<file path="config.mk">
export PLATFORM = sky130hd
export DESIGN_NAME = bbdp_ctrl
export DESIGN_NICKNAME = d
export VERILOG_FILES = /design/src/include/bbdp_pkg.sv /design/src/design/bbdp_ctrl.sv /design/src/design/bbdp_div.sv
export SDC_FILE = /design/constraint.sdc
export NUM_CORES = 1
export LEC_CHECK = 0
export ABC_AREA = 0
export BUFFER_PORTS_ARGS = -buffer_cell sky130_fd_sc_hd__buf_2
export CAP_MARGIN = 20
export CORE_MARGIN = 2
export CORE_UTILIZATION = 54
export DETAILED_ROUTE_END_ITERATION = 10
export GPL_TIMING_DRIVEN = 0
export PLACE_DENSITY_LB_ADDON = 0.08
export SYNTH_ARGS = -nofsm -noshare
export SYNTH_HDL_FRONTEND = slang
export SYNTH_SLANG_ARGS = --single-unit
</file>
<file path="constraint.sdc">
create_clock -name clock -period 8.8 [get_ports clock]
set_clock_uncertainty 0.05 [all_clocks]
set_input_delay 0 -clock clock [delete_from_list [all_inputs] [get_ports clock]]
set_output_delay 0 -clock clock [all_outputs]
set_load 0.01 [all_outputs]
</file>
<file path="src/include/bbdp_pkg.sv">
// constants and types shared by the backlight boost control block
package bbdp_pkg;
   localparam int CLK_HZ        = 10_000_000;
   localparam int CLK_PERIOD_NS = 100;
   localparam int MIN_ON_NS     = 100;
   localparam int MIN_ON_CYC    = (MIN_ON_NS + CLK_PERIOD_NS - 1) / CLK_PERIOD_NS;
   localparam int SW_HZ         = 1_250_000;
   localparam int SW_PER_CYC    = CLK_HZ / SW_HZ;
   localparam int SHORT_US      = 1600;
   localparam int SHORT_SW_CYC  = SHORT_US * (SW_HZ / 1000) / 1000;
   localparam int DIM_HZ        = 25_000;
   localparam int DIM_PER_CYC   = CLK_HZ / DIM_HZ;
   localparam int PWM_MIN_HZ    = 100;
   localparam int PWM_IDLE_CYC  = CLK_HZ / PWM_MIN_HZ;
   localparam int MEAS_W        = 17;
   localparam int DUTY_FRAC     = 10;
   localparam int DUTY_W        = DUTY_FRAC + 1;
   localparam int DUTY_FULL     = 1 << DUTY_FRAC;
   localparam int TRANSFER_PCT  = 25;
   localparam int DUTY_XFER     = DUTY_FULL * TRANSFER_PCT / 100;
   localparam int LOW_DUTY_MULT = 4;
   localparam int SW_W          = 4;
   localparam int SC_W          = 12;
   localparam int DIM_W         = 9;
   localparam logic [3:0]  REG_CONFIG  = 4'h0;
   localparam logic [3:0]  REG_STATUS  = 4'h4;
   localparam logic [3:0]  REG_DIM     = 4'h8;
   localparam logic [15:0] SS_STEP_RST = 16'h0040;
   localparam logic [7:0]  SS_TOP      = 8'hFF;
   typedef enum logic [2:0] {ST_OFF, ST_QUAL, ST_SOFT, ST_RUN, ST_LATCH} bbdp_state_t;
endpackage : bbdp_pkg

</file>
<file path="src/design/bbdp_ctrl.sv">
// control logic of a six-string backlight boost driver
// Overview of operation
// hold everything off until supply passes lockout; hysteresis before locking out again.
// after enable, switching never starts while overvoltage sense is below 70mV.
// start boosting through soft-start only when lockout and over-temperature checks pass.
// host raises enable only after supply and dimming PWM are established; tb_top raises enable before the supply comparators.
// each switching cycle starts with the switch on, at least 100ns.
// peak-current comparator trip turns the switch off within the cycle.
// feedback is the lowest sink pin among active strings.
// light load gives one minimum pulse, then switch off until boosting needed.
// mode input high selects combined analog and PWM dimming, 25% transfer.
// combined mode, duty at or above 25%: amplitude equals set current times duty.
// combined mode, duty below 25%: amplitude 25%, output duty four times input.
// output dimming waveform runs at 24kHz to 27.5kHz for any input rate.
// mode input low: full set current, strings gated directly by the PWM.
// overvoltage trip stops switching; resume when below recovery threshold.
// switching only while overvoltage sense stays above 70mV.
// overvoltage trip marks off strings whose sink pin is below 260mV.
// marked strings leave regulation and return once reconnected.
// all six strings open: regulator off until supply or enable cycles; an over-temperature shutdown also releases the latch here.
// sink pin above 5.5V flags a short on that string.
// short lasting over 1.6ms disables the string; restored when short clears.
// short timer counts switching cycles at 1.25MHz.
// open-drain fault flag pulled low in any fault mode.
// over-temperature shuts down; recover below lower hysteresis threshold.
// duty measured by counting high time against period, updated each period.
// PWM, enable and mode inputs pass two-flop synchronisers before use.
module bbdp_ctrl import bbdp_pkg::*; #(
   parameter int N_STR   = 6,
   parameter int LEVEL_W = 8,
   parameter int IDLE_CYC = PWM_IDLE_CYC
) (
   input  wire logic                     clock,
   input  wire logic                     rst_b,
   input  wire logic                     enable_in,
   input  wire logic                     dimming_pwm_input,
   input  wire logic                     mode_select,
   input  wire logic                     supply_above_rise,
   input  wire logic                     supply_above_fall,
   input  wire logic                     temp_above_high,
   input  wire logic                     temp_above_low,
   input  wire logic                     overvoltage_sense_trip,
   input  wire logic                     overvoltage_sense_above_recover,
   input  wire logic                     overvoltage_sense_above_short,
   input  wire logic                     peak_trip,
   input  wire logic                     boost_demand,
   input  wire logic [N_STR-1:0]         string_sink_pin_open,
   input  wire logic [N_STR-1:0]         string_sink_pin_short,
   input  wire logic [N_STR*LEVEL_W-1:0] string_sink_pin_level,
   input  wire logic [3:0]               avs_address,
   input  wire logic                     avs_read,
   input  wire logic                     avs_write,
   input  wire logic [3:0]               avs_byteenable,
   input  wire logic [31:0]              avs_writedata,
   output logic [31:0]                   avs_readdata,
   output logic                          avs_waitrequest,
   output logic                          switch_gate,
   output logic [7:0]                    soft_start_level,
   output logic [DUTY_W-1:0]             set_current_scale,
   output logic [N_STR-1:0]              string_gate,
   output logic [N_STR-1:0]              feedback_select,
   output logic                          fault_flag_out,
   output logic                          fault_flag_oe
);
   typedef struct packed {
      logic [1:0]                pwm_s;
      logic [1:0]                en_s;
      logic [1:0]                mode_s;
      bbdp_state_t               state;
      logic                      uvlo_ok;
      logic                      hot;
      logic                      ovp_stop;
      logic [SW_W-1:0]           sw_cnt;
      logic                      sw_on;
      logic [SW_W-1:0]           on_cnt;
      logic                      skip_pulse;
      logic                      skipped;
      logic [15:0]               ss_div;
      logic [7:0]                ss_level;
      logic                      pwm_prev;
      logic                      seen;
      logic [MEAS_W-1:0]         hi_cnt;
      logic [MEAS_W-1:0]         per_cnt;
      logic [DUTY_W-1:0]         duty;
      logic [DUTY_W-1:0]         amp;
      logic [DIM_W-1:0]          dim_cnt;
      logic [DIM_W-1:0]          dim_on;
      logic                      dim_full;
      logic [N_STR-1:0]          marked;
      logic [N_STR-1:0]          shorted;
      logic [N_STR-1:0][SC_W-1:0] sc_cnt;
      logic [N_STR-1:0]          fb_sel;
      logic [N_STR-1:0]          gate;
      logic                      fault;
      logic                      av_wait;
      logic [31:0]               av_rdata;
      logic [15:0]               ss_cfg;
   } bbdp_ctrl_state_t;

   bbdp_ctrl_state_t s, next_s;
   logic [1:0]        rst_q;
   logic              srst_b;
   logic              div_go;
   logic              div_done;
   logic [DUTY_W-1:0] div_quot;

   // one-hot pick of the lowest level among the active strings
   function automatic logic [N_STR-1:0] lowest_sel(input logic [N_STR*LEVEL_W-1:0] lv,
                                                    input logic [N_STR-1:0]         act);
      logic [N_STR-1:0]   sel;
      logic [LEVEL_W-1:0] best;
      sel  = '0;
      best = '1;
      for (int i = 0; i < N_STR; i++) begin
         if (act[i] && (sel == '0 || lv[i*LEVEL_W +: LEVEL_W] < best)) begin
            sel  = N_STR'(1) << i;
            best = lv[i*LEVEL_W +: LEVEL_W];
         end
      end
      return sel;
   endfunction : lowest_sel

   ////////////////////////////////////////////////////////////////////////////
   // reset release
   always_ff @(posedge clock or negedge rst_b) begin
      if (!rst_b) begin
         rst_q <= 2'h0;
      end else begin
         rst_q <= {rst_q[0], 1'b1};
      end
   end
   assign srst_b = rst_q[1];

   ////////////////////////////////////////////////////////////////////////////
   // duty divider
   bbdp_div #(.NUM_W(MEAS_W), .Q_W(DUTY_W)) u_div (
      .clock  (clock),
      .srst_b (srst_b),
      .start  (div_go),
      .num    (s.hi_cnt),
      .den    (s.per_cnt),
      .done   (div_done),
      .quot   (div_quot)
   );

   ////////////////////////////////////////////////////////////////////////////
   // next state
   always_comb begin
      logic             pwm;
      logic             rise;
      logic             idle;
      logic             running;
      logic             can_sw;
      logic             sw_tick;
      logic             trip_evt;
      logic             dim_gate;
      logic [N_STR-1:0] newly_open;
      logic [N_STR-1:0] act;
      logic [19:0]      dim_prod;
      pwm        = s.pwm_s[1];
      rise       = pwm & ~s.pwm_prev;
      idle       = s.per_cnt >= MEAS_W'(IDLE_CYC);
      running    = (s.state == ST_SOFT) || (s.state == ST_RUN);
      sw_tick    = s.sw_cnt == '0;
      trip_evt   = overvoltage_sense_trip && !s.ovp_stop && running;
      newly_open = string_sink_pin_open & ~s.marked;
      act        = ~(s.marked | s.shorted);
      dim_prod   = 20'h0;
      can_sw     = 1'b0;
      dim_gate   = 1'b0;
      div_go     = rise && s.seen && !idle;
      next_s     = s;

      next_s.pwm_s  = {s.pwm_s[0], dimming_pwm_input};
      next_s.en_s   = {s.en_s[0], enable_in};
      next_s.mode_s = {s.mode_s[0], mode_select};

      // comparator hysteresis latches
      if (supply_above_rise) next_s.uvlo_ok = 1'b1;
      else if (!supply_above_fall) next_s.uvlo_ok = 1'b0;
      if (temp_above_high) next_s.hot = 1'b1;
      else if (!temp_above_low) next_s.hot = 1'b0;
      if (overvoltage_sense_trip) next_s.ovp_stop = 1'b1;
      else if (!overvoltage_sense_above_recover) next_s.ovp_stop = 1'b0;

      // start-up and shutdown sequence
      unique case (s.state)
         ST_OFF: begin
            next_s.ss_level = '0;
            if (s.en_s[1] && s.uvlo_ok && !s.hot) next_s.state = ST_QUAL;
         end
         ST_QUAL: begin
            next_s.ss_level = '0;
            next_s.ss_div   = '0;
            if (overvoltage_sense_above_short) next_s.state = ST_SOFT;
         end
         ST_SOFT: begin
            next_s.ss_div = s.ss_div + 16'h1;
            if (s.ss_div >= s.ss_cfg) begin
               next_s.ss_div   = '0;
               next_s.ss_level = s.ss_level + 8'h1;
               if (s.ss_level == SS_TOP - 8'h1) next_s.state = ST_RUN;
            end
         end
         ST_RUN: next_s.ss_level = SS_TOP;
         ST_LATCH: next_s.ss_level = '0;
      endcase
      if (trip_evt && ((s.marked | newly_open) == '1)) next_s.state = ST_LATCH;
      if (!s.en_s[1] || !s.uvlo_ok || s.hot) next_s.state = ST_OFF; // see R1

      // string mark-off; the set wins over reconnect
      next_s.marked = s.marked & string_sink_pin_open;
      if (trip_evt && next_s.state != ST_LATCH) begin
         next_s.marked = next_s.marked | newly_open;
      end
      if (s.state == ST_OFF) next_s.marked = '0;

      // short-string timers on switching cycles
      for (int i = 0; i < N_STR; i++) begin
         if (!string_sink_pin_short[i]) begin
            next_s.sc_cnt[i]  = '0;
            next_s.shorted[i] = 1'b0;
         end else if (sw_tick) begin
            if (s.sc_cnt[i] == SC_W'(SHORT_SW_CYC)) next_s.shorted[i] = 1'b1;
            else next_s.sc_cnt[i] = s.sc_cnt[i] + SC_W'(1);
         end
      end

      next_s.fb_sel = lowest_sel(string_sink_pin_level, act);

      // switching cycle
      can_sw = running && !s.ovp_stop && !overvoltage_sense_trip
               && overvoltage_sense_above_short;                    // see R14
      next_s.sw_cnt = (s.sw_cnt == SW_W'(SW_PER_CYC - 1)) ? '0 : s.sw_cnt + SW_W'(1);
      if (!can_sw) begin
         next_s.sw_on = 1'b0;
      end else if (sw_tick && (boost_demand || !s.skipped)) begin
         next_s.sw_on      = 1'b1;
         next_s.on_cnt     = SW_W'(1);
         next_s.skip_pulse = !boost_demand;
         next_s.skipped    = !boost_demand;
      end else if (s.sw_on) begin
         if (s.on_cnt >= SW_W'(MIN_ON_CYC) && (peak_trip || s.skip_pulse)) begin
            next_s.sw_on = 1'b0;                                    // see R6
         end else if (s.sw_cnt == SW_W'(SW_PER_CYC - 1)) begin
            next_s.sw_on = 1'b0;
         end else begin
            next_s.on_cnt = s.on_cnt + SW_W'(1);
         end
      end
      if (boost_demand) next_s.skipped = 1'b0;

      // input duty measurement
      next_s.pwm_prev = pwm;
      if (rise) begin
         next_s.seen    = 1'b1;
         next_s.hi_cnt  = MEAS_W'(1);
         next_s.per_cnt = MEAS_W'(1);
      end else begin
         if (!idle) next_s.per_cnt = s.per_cnt + MEAS_W'(1);
         if (pwm && !idle) next_s.hi_cnt = s.hi_cnt + MEAS_W'(1);
      end
      if (idle && !rise) begin
         next_s.seen = 1'b0;
         next_s.duty = pwm ? DUTY_W'(DUTY_FULL) : '0;
      end
      if (div_done) next_s.duty = div_quot;

      // amplitude and regenerated dimming duty
      if (!s.mode_s[1]) begin
         next_s.amp      = DUTY_W'(DUTY_FULL);
         next_s.dim_full = 1'b1;
      end else if (s.duty >= DUTY_W'(DUTY_XFER)) begin
         next_s.amp      = s.duty;
         next_s.dim_full = 1'b1;
      end else begin
         dim_prod        = 20'(s.duty) * 20'(DIM_PER_CYC * LOW_DUTY_MULT);
         next_s.amp      = DUTY_W'(DUTY_XFER);
         next_s.dim_full = 1'b0;
         next_s.dim_on   = DIM_W'(dim_prod >> DUTY_FRAC);
      end
      next_s.dim_cnt = (s.dim_cnt == DIM_W'(DIM_PER_CYC - 1)) ? '0 : s.dim_cnt + DIM_W'(1);
      dim_gate = s.mode_s[1] ? (s.dim_full || s.dim_cnt < s.dim_on) : pwm;
      next_s.gate = (running && dim_gate) ? act : '0;               // see R17

      next_s.fault = (s.state == ST_LATCH) || s.hot || s.ovp_stop || (s.shorted != '0)
                     || (running && !overvoltage_sense_above_short);

      // bus slave, one wait state
      if ((avs_read || avs_write) && s.av_wait) begin
         next_s.av_wait = 1'b0;
         unique case (avs_address)
            REG_CONFIG: next_s.av_rdata = {16'h0, s.ss_cfg};
            REG_STATUS: next_s.av_rdata = {10'h0, s.shorted, 2'h0, s.marked, 1'b0,
                                           s.fault, s.ovp_stop, s.hot, s.uvlo_ok, s.state};
            REG_DIM:    next_s.av_rdata = {5'h0, s.amp, 5'h0, s.duty};
            default:    next_s.av_rdata = 32'h0;
         endcase
      end else begin
         next_s.av_wait = 1'b1;
      end
      if (avs_write && !s.av_wait && avs_address == REG_CONFIG) begin
         if (avs_byteenable[0]) next_s.ss_cfg[7:0] = avs_writedata[7:0];
         if (avs_byteenable[1]) next_s.ss_cfg[15:8] = avs_writedata[15:8];
      end
   end

   always_ff @(posedge clock or negedge srst_b) begin
      if (!srst_b) begin
         s         <= '0;
         s.av_wait <= 1'b1;
         s.ss_cfg  <= SS_STEP_RST;
      end else begin
         s <= next_s;
      end
   end

   assign avs_readdata      = s.av_rdata;
   assign avs_waitrequest   = s.av_wait;
   assign switch_gate       = s.sw_on;
   assign soft_start_level  = s.ss_level;
   assign set_current_scale = s.amp;
   assign string_gate       = s.gate;
   assign feedback_select   = s.fb_sel;
   assign fault_flag_out    = 1'b0;
   assign fault_flag_oe     = s.fault;

   ////////////////////////////////////////////////////////////////////////////
   // checks
   logic [N_STR-1:0] excl;
   assign excl = s.marked | s.shorted;
endmodule : bbdp_ctrl

</file>
<file path="src/design/bbdp_div.sv">
// serial fraction divider: quot = num * 2^(q_w-1) / den, num <= den
module bbdp_div import bbdp_pkg::*; #(
   parameter int NUM_W = MEAS_W,
   parameter int Q_W   = DUTY_W
) (
   input  wire logic             clock,
   input  wire logic             srst_b,
   input  wire logic             start,
   input  wire logic [NUM_W-1:0] num,
   input  wire logic [NUM_W-1:0] den,
   output logic                  done,
   output logic [Q_W-1:0]        quot
);
   typedef struct packed {
      logic           busy;
      logic           done;
      logic [4:0]     step;
      logic [NUM_W:0] rem;
      logic [NUM_W:0] den;
      logic [Q_W-1:0] quot;
   } bbdp_div_state_t;

   bbdp_div_state_t s, next_s;

   always_comb begin
      next_s      = s;
      next_s.done = 1'b0;
      if (start) begin
         next_s.busy = 1'b1;
         next_s.step = 5'(Q_W);
         next_s.rem  = {1'b0, num};
         next_s.den  = {1'b0, den};
         next_s.quot = '0;
      end else if (s.busy) begin
         if (s.rem >= s.den) begin
            next_s.quot = s.quot | (Q_W'(1) << (s.step - 5'h1));
            next_s.rem  = (NUM_W + 1)'((s.rem - s.den) << 1);
         end else begin
            next_s.rem = (NUM_W + 1)'(s.rem << 1);
         end
         next_s.step = s.step - 5'h1;
         if (s.step == 5'h1) begin
            next_s.busy = 1'b0;
            next_s.done = 1'b1;
         end
      end
   end

   always_ff @(posedge clock or negedge srst_b) begin
      if (!srst_b) begin
         s <= '0;
      end else begin
         s <= next_s;
      end
   end

   assign done = s.done;
   assign quot = s.quot;
endmodule : bbdp_div

</file>
==> results of run 1 <==
[power by group through the flow]
stage | registers [mW] | logic (mW) | clock network, mW
floorplan | 1.75 | 1.09 | 0
global placement | 1.81 | 1.36 | 0
detailed placement | 1.79 | 1.43 | 0
CTS | 1.77 | 1.55 | 1.68
global route | 1.79 | 1.84 | 1.73
finish | 1.77 | 1.65 | 1.64
[registers in the layout (all words and copies together), names as in the netlist, 4 cells and up]
signal             cells
set_current_scale     11
feedback_select        6
avs_readdata          27
u_div.quot            11
string_gate            6
s                    200
next_s                 4
u_div.s               41
soft_start_level       8
[routing by layer]
metal | vias to the layer above | part of all wire, %
met3 | 131 | 6.4
met1 | 7383 | 44
met5 | - | 0
met2 | 564 | 46
met4 | 0 | 3.8
li1 | 7330 | -
[critical path: cells and delay by family, from the launching register on]
kind                     cells  cell delay, ns
AO/OA/AOI/OAI               21            3.56
buffers and inverters        9            1.25
adder cells (fa/ha/maj)      5            1.35
flip-flops                   1            0.44
AND/OR/NAND/NOR             15            2.15
multiplexers                 1            0.31
[cells in the mapped netlist, types with 33 or more instances]
master and number:
a21o_1 34, a21oi_1 101, and2_1 65, buf_4 65, clkbuf_1 54, dfrtp_1 318, ha_1 130, inv_1 129
nand2_1 154, nand3_1 56, nand4_1 33, nor2_1 157, o21ai_0 125, xnor2_1 76, xor2_1 46
[logic make-up after synthesis]
group | Yosys count | share of synthesized area, %
and+or+nand+nor | 660 | 18.3
AOI/OAI and AO/OA | 410 | 14.2
DFF | 320 | 43.4
buffers and inverters | 251 | 6.43
adders and majority gates | 140 | 9.73
xor gates and xnor gates | 122 | 5.78
muxes | 38 | 2.19
other | 2 | 0.0407
[worst max-delay path by stage]
stage                            start                           end  slack (ns)  cells past startpoint
floorplan           s[134]$_DFFE_PN0P_  feedback_select[1]$_DFF_PN0_        0.09                     50
global placement    s[134]$_DFFE_PN0P_  feedback_select[1]$_DFF_PN0_       -1.19                     50
detailed placement  s[134]$_DFFE_PN0P_  feedback_select[3]$_DFF_PN0_       -1.18                     50
CTS                   s[140]$_DFF_PN0_  feedback_select[0]$_DFF_PN0_       0.003                     51
global route          s[140]$_DFF_PN0_  feedback_select[3]$_DFF_PN0_       -0.83                     52
finish                s[140]$_DFF_PN0_  feedback_select[0]$_DFF_PN0_       -0.48                     51
[final cells by class]
| cell class | instances | area [sq um] |
|---|---|---|
| Buffer | 121 | 761 |
| Tap cell | 448 | 561 |
| Fill cell | 2675 | 10900 |
| Clock inverter | 15 | 262 |
| Clock buffer | 50 | 1050 |
| Sequential cell | 320 | 8020 |
| Inverter | 130 | 488 |
| Timing Repair Buffer | 269 | 1880 |
| Antenna cell | 2 | 5.00 |
| Multi-Input combinational cell | 1377 | 9730 |
[what timing repair did]
action / 4_1_cts / 5_1_grt
resized for setup: 48 / 60
pin swaps: 23 / 36
hold endpoints to repair: 115 / 0
hold buffers: 51 / 0
setup endpoints to repair: 6 / 6
buffers inserted: 37 / 15
cloned: 2 / 0
==> metrics.cfg, run 1 <==
[global_routing]
grt.total_usage_pct = 25.7
grt_max_degree = 58
antenna_found_initial = 0
top_usage_layer = met2
grt_pass1_wl_mm = 74.8
grt_use_met2_pct = 41.7
grt_pass1_vias = 14813
grtUsageMet1_pct = 35.4
use_met3_pct = 3.82
grt.overflow.total = 0

[placed_design]
dp.cells = 2561
place.gp.congestion = 0.894
place_hpwl_mm = 32.3
port_buffers = 158
placed_area_sq_um = 20100
pre_cts_ws_ns = -1.18

[timing]
period_needed_ns = 9.28
setup_viol = 6
setup_ws_ns = -0.479
slew_headroom_pct = 33.0
worst_pin_slew_ns = 0.979
drv_slew = 0
fin_setup_tns_ns = -2.71
max_freq_mhz = 108
hold_slack_ns = 0.0320
grt_setup_unrepaired = true
hold_viol = 0
min_period_over_period_pct = 105

[setup_path]
crit_slowest_cell = dfrtp_2
cp_common_cell = buf_6
arrival_ns = 9.64
worstSetupEndpointType = register
worstReg2RegEnd = feedback_select[0]$_DFF_PN0_
max_stage_delay_ns = 0.44
required_ns = 9.16
ff2ff_path_depth = 51
r2r_start = s[140]$_DFF_PN0_
path_class = reg2reg
cp-start-kind = register
crit_fanout = 7
r2r_setup_slack_ns = -0.48

[die]
core-area_sq_um = 33600
fp.dieH_microns = 189
die_area_sq_um = 35700
die_width_microns = 189
ios = 183
fp-row-count = 67
start_util_pct = 55.0

[yosys]
synth_ff_type = dfrtp_1
synth_cell_types = 80
yosysWarnings = 0
synth_area_per_cell_sq_um = 9.51
synth-edff-count = 0
syn_inst = 1943
synth_area_leaders = dfrtp_1, ha_1, xnor2_1, o21ai_0, nor2_1
yosysSeqAreaShare_pct = 43.4
synth-seq-cells = 320
syn-cell-area_sq_um = 18500
synth_top_area_share_pct = 43.1
synth_top_area_cell = dfrtp_1
async_flop_share_pct = 100

[hold_path]
hold_class = in2reg
hold_end = feedback_select[5]$_DFF_PN0_
hold_depth = 4
min_from = string_sink_pin_level[40]

[power]
ir_drop_uv = 280
share_seq_of_total_power_pct = 35.0
power_mw = 5.06
pwr-share-clk_pct = 32.5
intPower_mw = 3.41
p_per_area_nw_per_um2 = 223
p_comb_share_pct = 32.5
switchingPower_mw = 1.66
p_leak_nw = 11.0
p_sw_share_pct = 32.7

[cells_and_area]
fin_area_sq_um = 22700
synthToLayoutAreaGrowth_pct = 23.1
final_cell_mix = dfrtp_1, buf_2, nand2_1, nor2_1, inv_1
finalNonFillerCells = 2732
fin_util_pct = 67.7
drive_gt1_share_pct = 19.8
final_common_cell = dfrtp_1
num-nets-final = 2509

[status]
run_status = finished, violations left
violations = setup timing

[clocking]
cts_root_buffer = clkbuf_16
cts_sinks = 320
h-tree-depth = 2
clkTransAtPathRegs_ns = 0.06
cts_buffers = 37
insertion_delay_ns = 0.54
cts_tree = built
clockBufferDepth = 3

[route]
drt_iter0_drc = 948
via_per_inst = 5.64
antenna_left = 0
drc = 0
wl_per_cell_microns = 17.4
wl_mm = 47.5
vias = 15408
firstDrtPassIters = 7

[run]
max-cap-violations = 0

Power figures use the tool's default switching activity.
==> run 2, diff against run 1 <==
--- a/config.mk
+++ b/config.mk
@@ -9,7 +9,7 @@
 export BUFFER_PORTS_ARGS = -buffer_cell sky130_fd_sc_hd__buf_2
 export CAP_MARGIN = 20
 export CORE_MARGIN = 2
-export CORE_UTILIZATION = 54
+export CORE_UTILIZATION = 60
 export DETAILED_ROUTE_END_ITERATION = 10
 export GPL_TIMING_DRIVEN = 0
 export PLACE_DENSITY_LB_ADDON = 0.08
==> constraint.sdc (replaced) <==
create_clock -name clock -period 9.9 [get_ports clock]
set_clock_uncertainty 0.05 [all_clocks]
set_input_delay 0 -clock clock [delete_from_list [all_inputs] [get_ports clock]]
set_output_delay 0 -clock clock [all_outputs]
set_load 0.01 [all_outputs]
==> metrics.cfg, run 2 (synthesized netlist as in run 1, its figures left out) <==
[global_routing]
antenna_found_initial = 0  ; unchanged
grt_max_degree = 71  ; was 58
grt.overflow.total = 0  ; unchanged
grt.total_usage_pct = 27.9  ; was 25.7%
grt_pass1_wl_mm = 74.8  ; about the same
grt_pass1_vias = 14880  ; was 14813

[clocking]
h-tree-depth = 2  ; unchanged
cts_tree = built  ; unchanged
cts_sinks = 320  ; unchanged
cts_root_buffer = clkbuf_16  ; unchanged
cts_buffers = 36  ; was 37
clockBufferDepth = 3  ; unchanged
clkTransAtPathRegs_ns = 0.06  ; about the same
insertion_delay_ns = 0.53  ; was 0.54 ns

[route]
drt_iter0_drc = 1234  ; was 948
via_per_inst = 5.74  ; was 5.64
firstDrtPassIters = 7  ; unchanged
vias = 15108  ; was 15408
antenna_left = 0  ; unchanged
wl_per_cell_microns = 17.0  ; was 17.4 microns
wl_mm = 44.7  ; was 47.5 mm
drc = 0  ; unchanged

[setup_path]
worstSetupEndpointType = register  ; unchanged
cp-start-kind = register  ; unchanged
crit_buf_inv = 8  ; was 9
crit_slowest_cell = or4b_4  ; was dfrtp_2
path_class = reg2reg  ; unchanged
max_stage_delay_ns = 0.50  ; was 0.44 ns
arrival_ns = 9.77  ; was 9.64 ns
required_ns = 10.24  ; was 9.16 ns
cpLargestDelayFamily = compound AO/OA/AOI/OAI gates  ; unchanged
crit_fanout = 10  ; was 7

[status]
run_status = completed  ; was finished, violations left

[die]
ios = 183  ; unchanged
fp-row-count = 64  ; was 67
die_width_microns = 179  ; was 189 microns
fp.dieH_microns = 179  ; was 189 microns
core-area_sq_um = 30400  ; was 33600 sq um
die_area_sq_um = 32200  ; was 35700 sq um
start_util_pct = 60.7  ; was 55.0%

[cells_and_area]
final_cell_mix = dfrtp_1, buf_2, nor2_1, nand2_1  ; was dfrtp_1, buf_2, nand2_1, nor2_1, inv_1
finalNonFillerCells = 2634  ; was 2732
multiInputGateArea_sq_um = 9390  ; was 9730 sq um
largest_reg_flops = 200  ; unchanged
fin_area_sq_um = 21800  ; was 22700 sq um
fin_util_pct = 71.8  ; was 67.7%
num-nets-final = 2464  ; was 2509
regArea_sq_um = 8020  ; unchanged
top_register = s  ; unchanged
num_antenna_cells = 0  ; was 2
drive_gt1_share_pct = 16.0  ; was 19.8%
final_common_cell = dfrtp_1  ; unchanged
synthToLayoutAreaGrowth_pct = 18.2  ; was 23.1%
nFillCells = 2316  ; was 2675

[power]
power_mw = 4.27  ; was 5.06 mW
p_sw_share_pct = 33.0  ; was 32.7%
p_leak_nw = 10.6  ; was 11.0 nW
share_seq_of_total_power_pct = 36.8  ; was 35.0%
pwr-share-clk_pct = 31.8  ; was 32.5%
p_per_area_nw_per_um2 = 196  ; was 223 nW/um^2
p_comb_share_pct = 31.4  ; was 32.5%
intPower_mw = 2.87  ; was 3.41 mW
switchingPower_mw = 1.41  ; was 1.66 mW
ir_drop_uv = 172  ; was 280 uV

[timing]
slew_headroom_pct = 34.3  ; was 33.0%
worst_pin_slew_ns = 0.983  ; was 0.979 ns
max_freq_mhz = 106  ; was 108 MHz
setup_viol = 0  ; was 6
hold_viol = 0  ; unchanged
fin_setup_tns_ns = 0  ; was -2.71 ns
period_needed_ns = 9.43  ; was 9.28 ns
setup_ws_ns = 0.469  ; was -0.479 ns
hold_slack_ns = 0.0401  ; was 0.0320 ns
min_period_over_period_pct = 95.3  ; was 105%
drv_slew = 0  ; unchanged

[placed_design]
place_hpwl_mm = 32.5  ; was 32.3 mm
placed_area_sq_um = 19900  ; was 20100 sq um
dp.cells = 2508  ; was 2561
port_buffers = 158  ; unchanged
place.gp.congestion = 0.911  ; was 0.894
pre_cts_ws_ns = -1.12  ; was -1.18 ns

[hold_path]
hold_class = in2reg  ; unchanged

[run]
max-cap-violations = 0  ; unchanged

-- run 2: cell types whose count changed in the layout (fill, tap and decap cells not counted), sizes merged --
cell,previous run,this run
buf,287,245
dlygate4sd3,51,48
diode,2,0
clkinv,8,4
clkbuf,102,107
dlymetal6s2s,0,1
inv,130,132
clkinvlp,0,1
bufinv,7,3
-- run 2: tightest hold or removal path, delay by kind of cell --
kind	cells	cell delay [ns]
multiplexers	1	0.22
buffers and inverters	1	0.10
AND/OR/NAND/NOR	1	0.26
-- run 2: power by group through the flow --
stage	sequential [mW]	clock, mW	combinational, mW
3_3_place_gp	1.61	0	1.19
3_5_place_dp	1.59	0	1.26
6_report	1.57	1.36	1.34
5_1_grt	1.59	1.44	1.51
4_1_cts	1.57	1.39	1.31
2_1_floorplan	1.56	0	0.961
-- run 2: worst paths after layout --
check,cells after the start,from,slack (ns),end
max,51,s[140]$_DFF_PN0_,0.47,feedback_select[1]$_DFF_PN0_
max in group asynchronous,3,rst_q[1]$_DFF_PN0_,8.22,avs_waitrequest$_DFF_PN1_
max reg2reg,51,s[140]$_DFF_PN0_,0.47,feedback_select[1]$_DFF_PN0_
min reg2reg,0,rst_q[1]$_DFF_PN0_,0.22,s[80]$_DFFE_PN0P_
min in group asynchronous,0,rst_q[1]$_DFF_PN0_,0.22,s[80]$_DFFE_PN0P_
min,3,avs_byteenable[1],0.04,s[12]$_DFFE_PN0P_
-- run 2: layout make-up --
type	count	share of cell area [%]
Buffer	121	3.31
Clock buffer	55	4.86
Clock inverter	10	0.699
Inverter	130	2.23
Multi-Input combinational cell	1377	43.0
Sequential cell	320	36.7
Tap cell	396	2.27
Timing Repair Buffer	225	6.94
-- run 2: routing by layer --
metal  GRT usage [%]  up-vias  wire [microns]  share of wire (%)
met4            8.46        0            1160                2.6
met2            46.6      483           21300                 48
met1            37.8     7297           19800                 44
li1                -     7241               -                  -
met3            4.50       87            2540                5.7
met5               0        -               0                  0
-- run 2: what timing repair did --
item / in CTS / in global routing
buffers inserted: 3 / 9
pin swaps: 3 / 5
hold buffers: 48 / 0
gates resized for setup: 16 / 19
setup endpoints to repair: 6 / 6
cloned: 0 / 0
hold endpoints to repair: 120 / 0
==> run 3, diff against run 2 <==
--- a/config.mk
+++ b/config.mk
@@ -12,7 +12,8 @@
 export CORE_UTILIZATION = 60
 export DETAILED_ROUTE_END_ITERATION = 10
 export GPL_TIMING_DRIVEN = 0
-export PLACE_DENSITY_LB_ADDON = 0.08
+export PLACE_DENSITY = 0.79
+export SLEW_MARGIN = 20
 export SYNTH_ARGS = -nofsm -noshare
 export SYNTH_HDL_FRONTEND = slang
 export SYNTH_SLANG_ARGS = --single-unit
==> metrics.cfg, run 3 (synthesized netlist as in run 1, its figures left out) <==
[status]
run_status = completed  ; unchanged

[setup_path]
worstSetupEndpointType = register  ; unchanged
cpLargestDelayFamily = compound AO/OA/AOI/OAI gates  ; unchanged
path_class = reg2reg  ; unchanged
crit_fanout = 10  ; unchanged
max_stage_delay_ns = 0.49  ; was 0.50 ns
required_ns = 10.22  ; was 10.24 ns
arrival_ns = 9.76  ; was 9.77 ns
crit_slowest_cell = or4b_4  ; unchanged
crit_buf_inv = 8  ; unchanged
cp-start-kind = register  ; unchanged

[clocking]
insertion_delay_ns = 0.53  ; about the same
clockBufferDepth = 3  ; unchanged
h-tree-depth = 2  ; unchanged
cts_root_buffer = clkbuf_16  ; unchanged
cts_tree = built  ; unchanged
cts_sinks = 320  ; unchanged
clkTransAtPathRegs_ns = 0.06  ; about the same
cts_buffers = 36  ; unchanged

[timing]
slew_headroom_pct = 36.6  ; was 34.3%
setup_viol = 0  ; unchanged
worst_pin_slew_ns = 0.926  ; was 0.983 ns
fin_setup_tns_ns = 0  ; unchanged
period_needed_ns = 9.44  ; was 9.43 ns
hold_slack_ns = 0.0187  ; was 0.0401 ns
setup_ws_ns = 0.461  ; was 0.469 ns
min_period_over_period_pct = 95.3  ; about the same
drv_slew = 0  ; unchanged
max_freq_mhz = 106  ; about the same
hold_viol = 0  ; unchanged

[cells_and_area]
num_antenna_cells = 0  ; unchanged
num-nets-final = 2468  ; was 2464
regArea_sq_um = 8020  ; unchanged
final_cell_mix = dfrtp_1, buf_2, nor2_1, nand2_1, ha_1  ; was dfrtp_1, buf_2, nor2_1, nand2_1
largest_reg_flops = 200  ; unchanged
multiInputGateArea_sq_um = 9380  ; was 9390 sq um
top_register = s  ; unchanged
nFillCells = 2210  ; was 2316
drive_gt1_share_pct = 16.1  ; was 16.0%
finalNonFillerCells = 2636  ; was 2634
fin_util_pct = 71.8  ; about the same
synthToLayoutAreaGrowth_pct = 18.3  ; was 18.2%
final_common_cell = dfrtp_1  ; unchanged

[route]
wl_per_cell_microns = 16.8  ; was 17.0 microns
vias = 15267  ; was 15108
firstDrtPassIters = 8  ; was 7
wl_mm = 44.4  ; was 44.7 mm
antenna_left = 0  ; unchanged
drc = 0  ; unchanged
drt_iter0_drc = 1276  ; was 1234
via_per_inst = 5.79  ; was 5.74

[power]
ir_drop_uv = 164  ; was 172 uV
p_per_area_nw_per_um2 = 196  ; about the same
p_leak_nw = 10.7  ; was 10.6 nW

[die]
fp-row-count = 64  ; unchanged
die_width_microns = 179  ; unchanged
ios = 183  ; unchanged
die_area_sq_um = 32200  ; unchanged
start_util_pct = 60.7  ; unchanged
core-area_sq_um = 30400  ; unchanged
fp.dieH_microns = 179  ; unchanged

[global_routing]
grt_pass1_wl_mm = 74.9  ; was 74.8 mm
grt.overflow.total = 0  ; unchanged
antenna_found_initial = 0  ; unchanged
grt.total_usage_pct = 27.6  ; was 27.9%
grt_pass1_vias = 15202  ; was 14880
grt_max_degree = 59  ; was 71

[placed_design]
dp.cells = 2510  ; was 2508
port_buffers = 158  ; unchanged
place.gp.congestion = 0.893  ; was 0.911
pre_cts_ws_ns = -0.958  ; was -1.12 ns
place_hpwl_mm = 31.9  ; was 32.5 mm

[hold_path]
hold_class = in2reg  ; unchanged

[run]
max-cap-violations = 0  ; unchanged

-- run 3: cell types whose count changed in the layout (fill, tap and decap cells not counted), sizes merged --
cell	previous run	this run
dlymetal6s2s	1	0
clkinv	4	7
buf	245	247
dlygate4sd3	48	50
clkbuf	107	105
inv	132	130
-- run 3: worst paths after layout --
| kind | from | end | slack [ns] | depth (start not counted) |
|---|---|---|---|---|
| worst max register to register | s[140]$_DFF_PN0_ | feedback_select[3]$_DFF_PN0_ | 0.46 | 51 |
| min in group asynchronous | rst_q[1]$_DFF_PN0_ | s[196]$_DFFE_PN0P_ | 0.21 | 0 |
| worst min register to register | rst_q[1]$_DFF_PN0_ | s[196]$_DFFE_PN0P_ | 0.21 | 0 |
| max in group asynchronous | rst_q[1]$_DFF_PN0_ | avs_waitrequest$_DFF_PN1_ | 8.36 | 3 |
| worst min-delay path | avs_byteenable[1] | s[11]$_DFFE_PN0P_ | 0.02 | 3 |
| worst max-delay path | s[140]$_DFF_PN0_ | feedback_select[3]$_DFF_PN0_ | 0.46 | 51 |
-- run 3: repair_timing --
action,in CTS,in global routing
hold buffers,50,0
hold endpoints to repair,111,0
gates resized for setup,12,21
setup endpoints to repair,6,6
pin swaps,3,5
buffers inserted,5,8
-- run 3: worst register-to-register path, delay by kind of cell (launching register included) --
family / cells / cell delay [ns]
AOI/OAI and AO/OA: 20 / 3.26
adders and majority gates: 5 / 1.39
buffers and inverters: 8 / 1.16
DFF: 1 / 0.44
muxes: 1 / 0.25
and+or+nand+nor: 17 / 2.74
-- run 3: layout make-up --
type | instances | share of cell area, %
plain buffers | 121 | 3.31
clock buffers | 52 | 4.87
clock inverters | 11 | 0.658
inverters | 130 | 2.23
multi-input cells | 1377 | 42.9
flip-flops and latches | 320 | 36.7
well taps | 396 | 2.27
repair buffers | 229 | 7.09
-- run 3: stage by stage --
stage / total power, mW / area, sq um
after floorplan: 2.52 / 18500
after global placement: 2.80 / 19800
after detailed placement: 2.85 / 20000
after CTS: 4.25 / 21700
after global routing: 4.54 / 21900
final: 4.27 / 21900
-- run 3: per-layer routing --
layer	track usage [%]	vias to the layer above	share of wire, %
li1	-	7243	-
met1	37.4	7420	43
met2	46.7	505	48
met3	3.75	99	5.7
met4	8.23	0	2.7
met5	0	-	0
-- run 3: power breakdown --
group | switching (mW) | internal (mW) | total, mW
logic | 0.747 | 0.593 | 1.34
registers | 0.135 | 1.44 | 1.58
clock network | 0.530 | 0.825 | 1.35
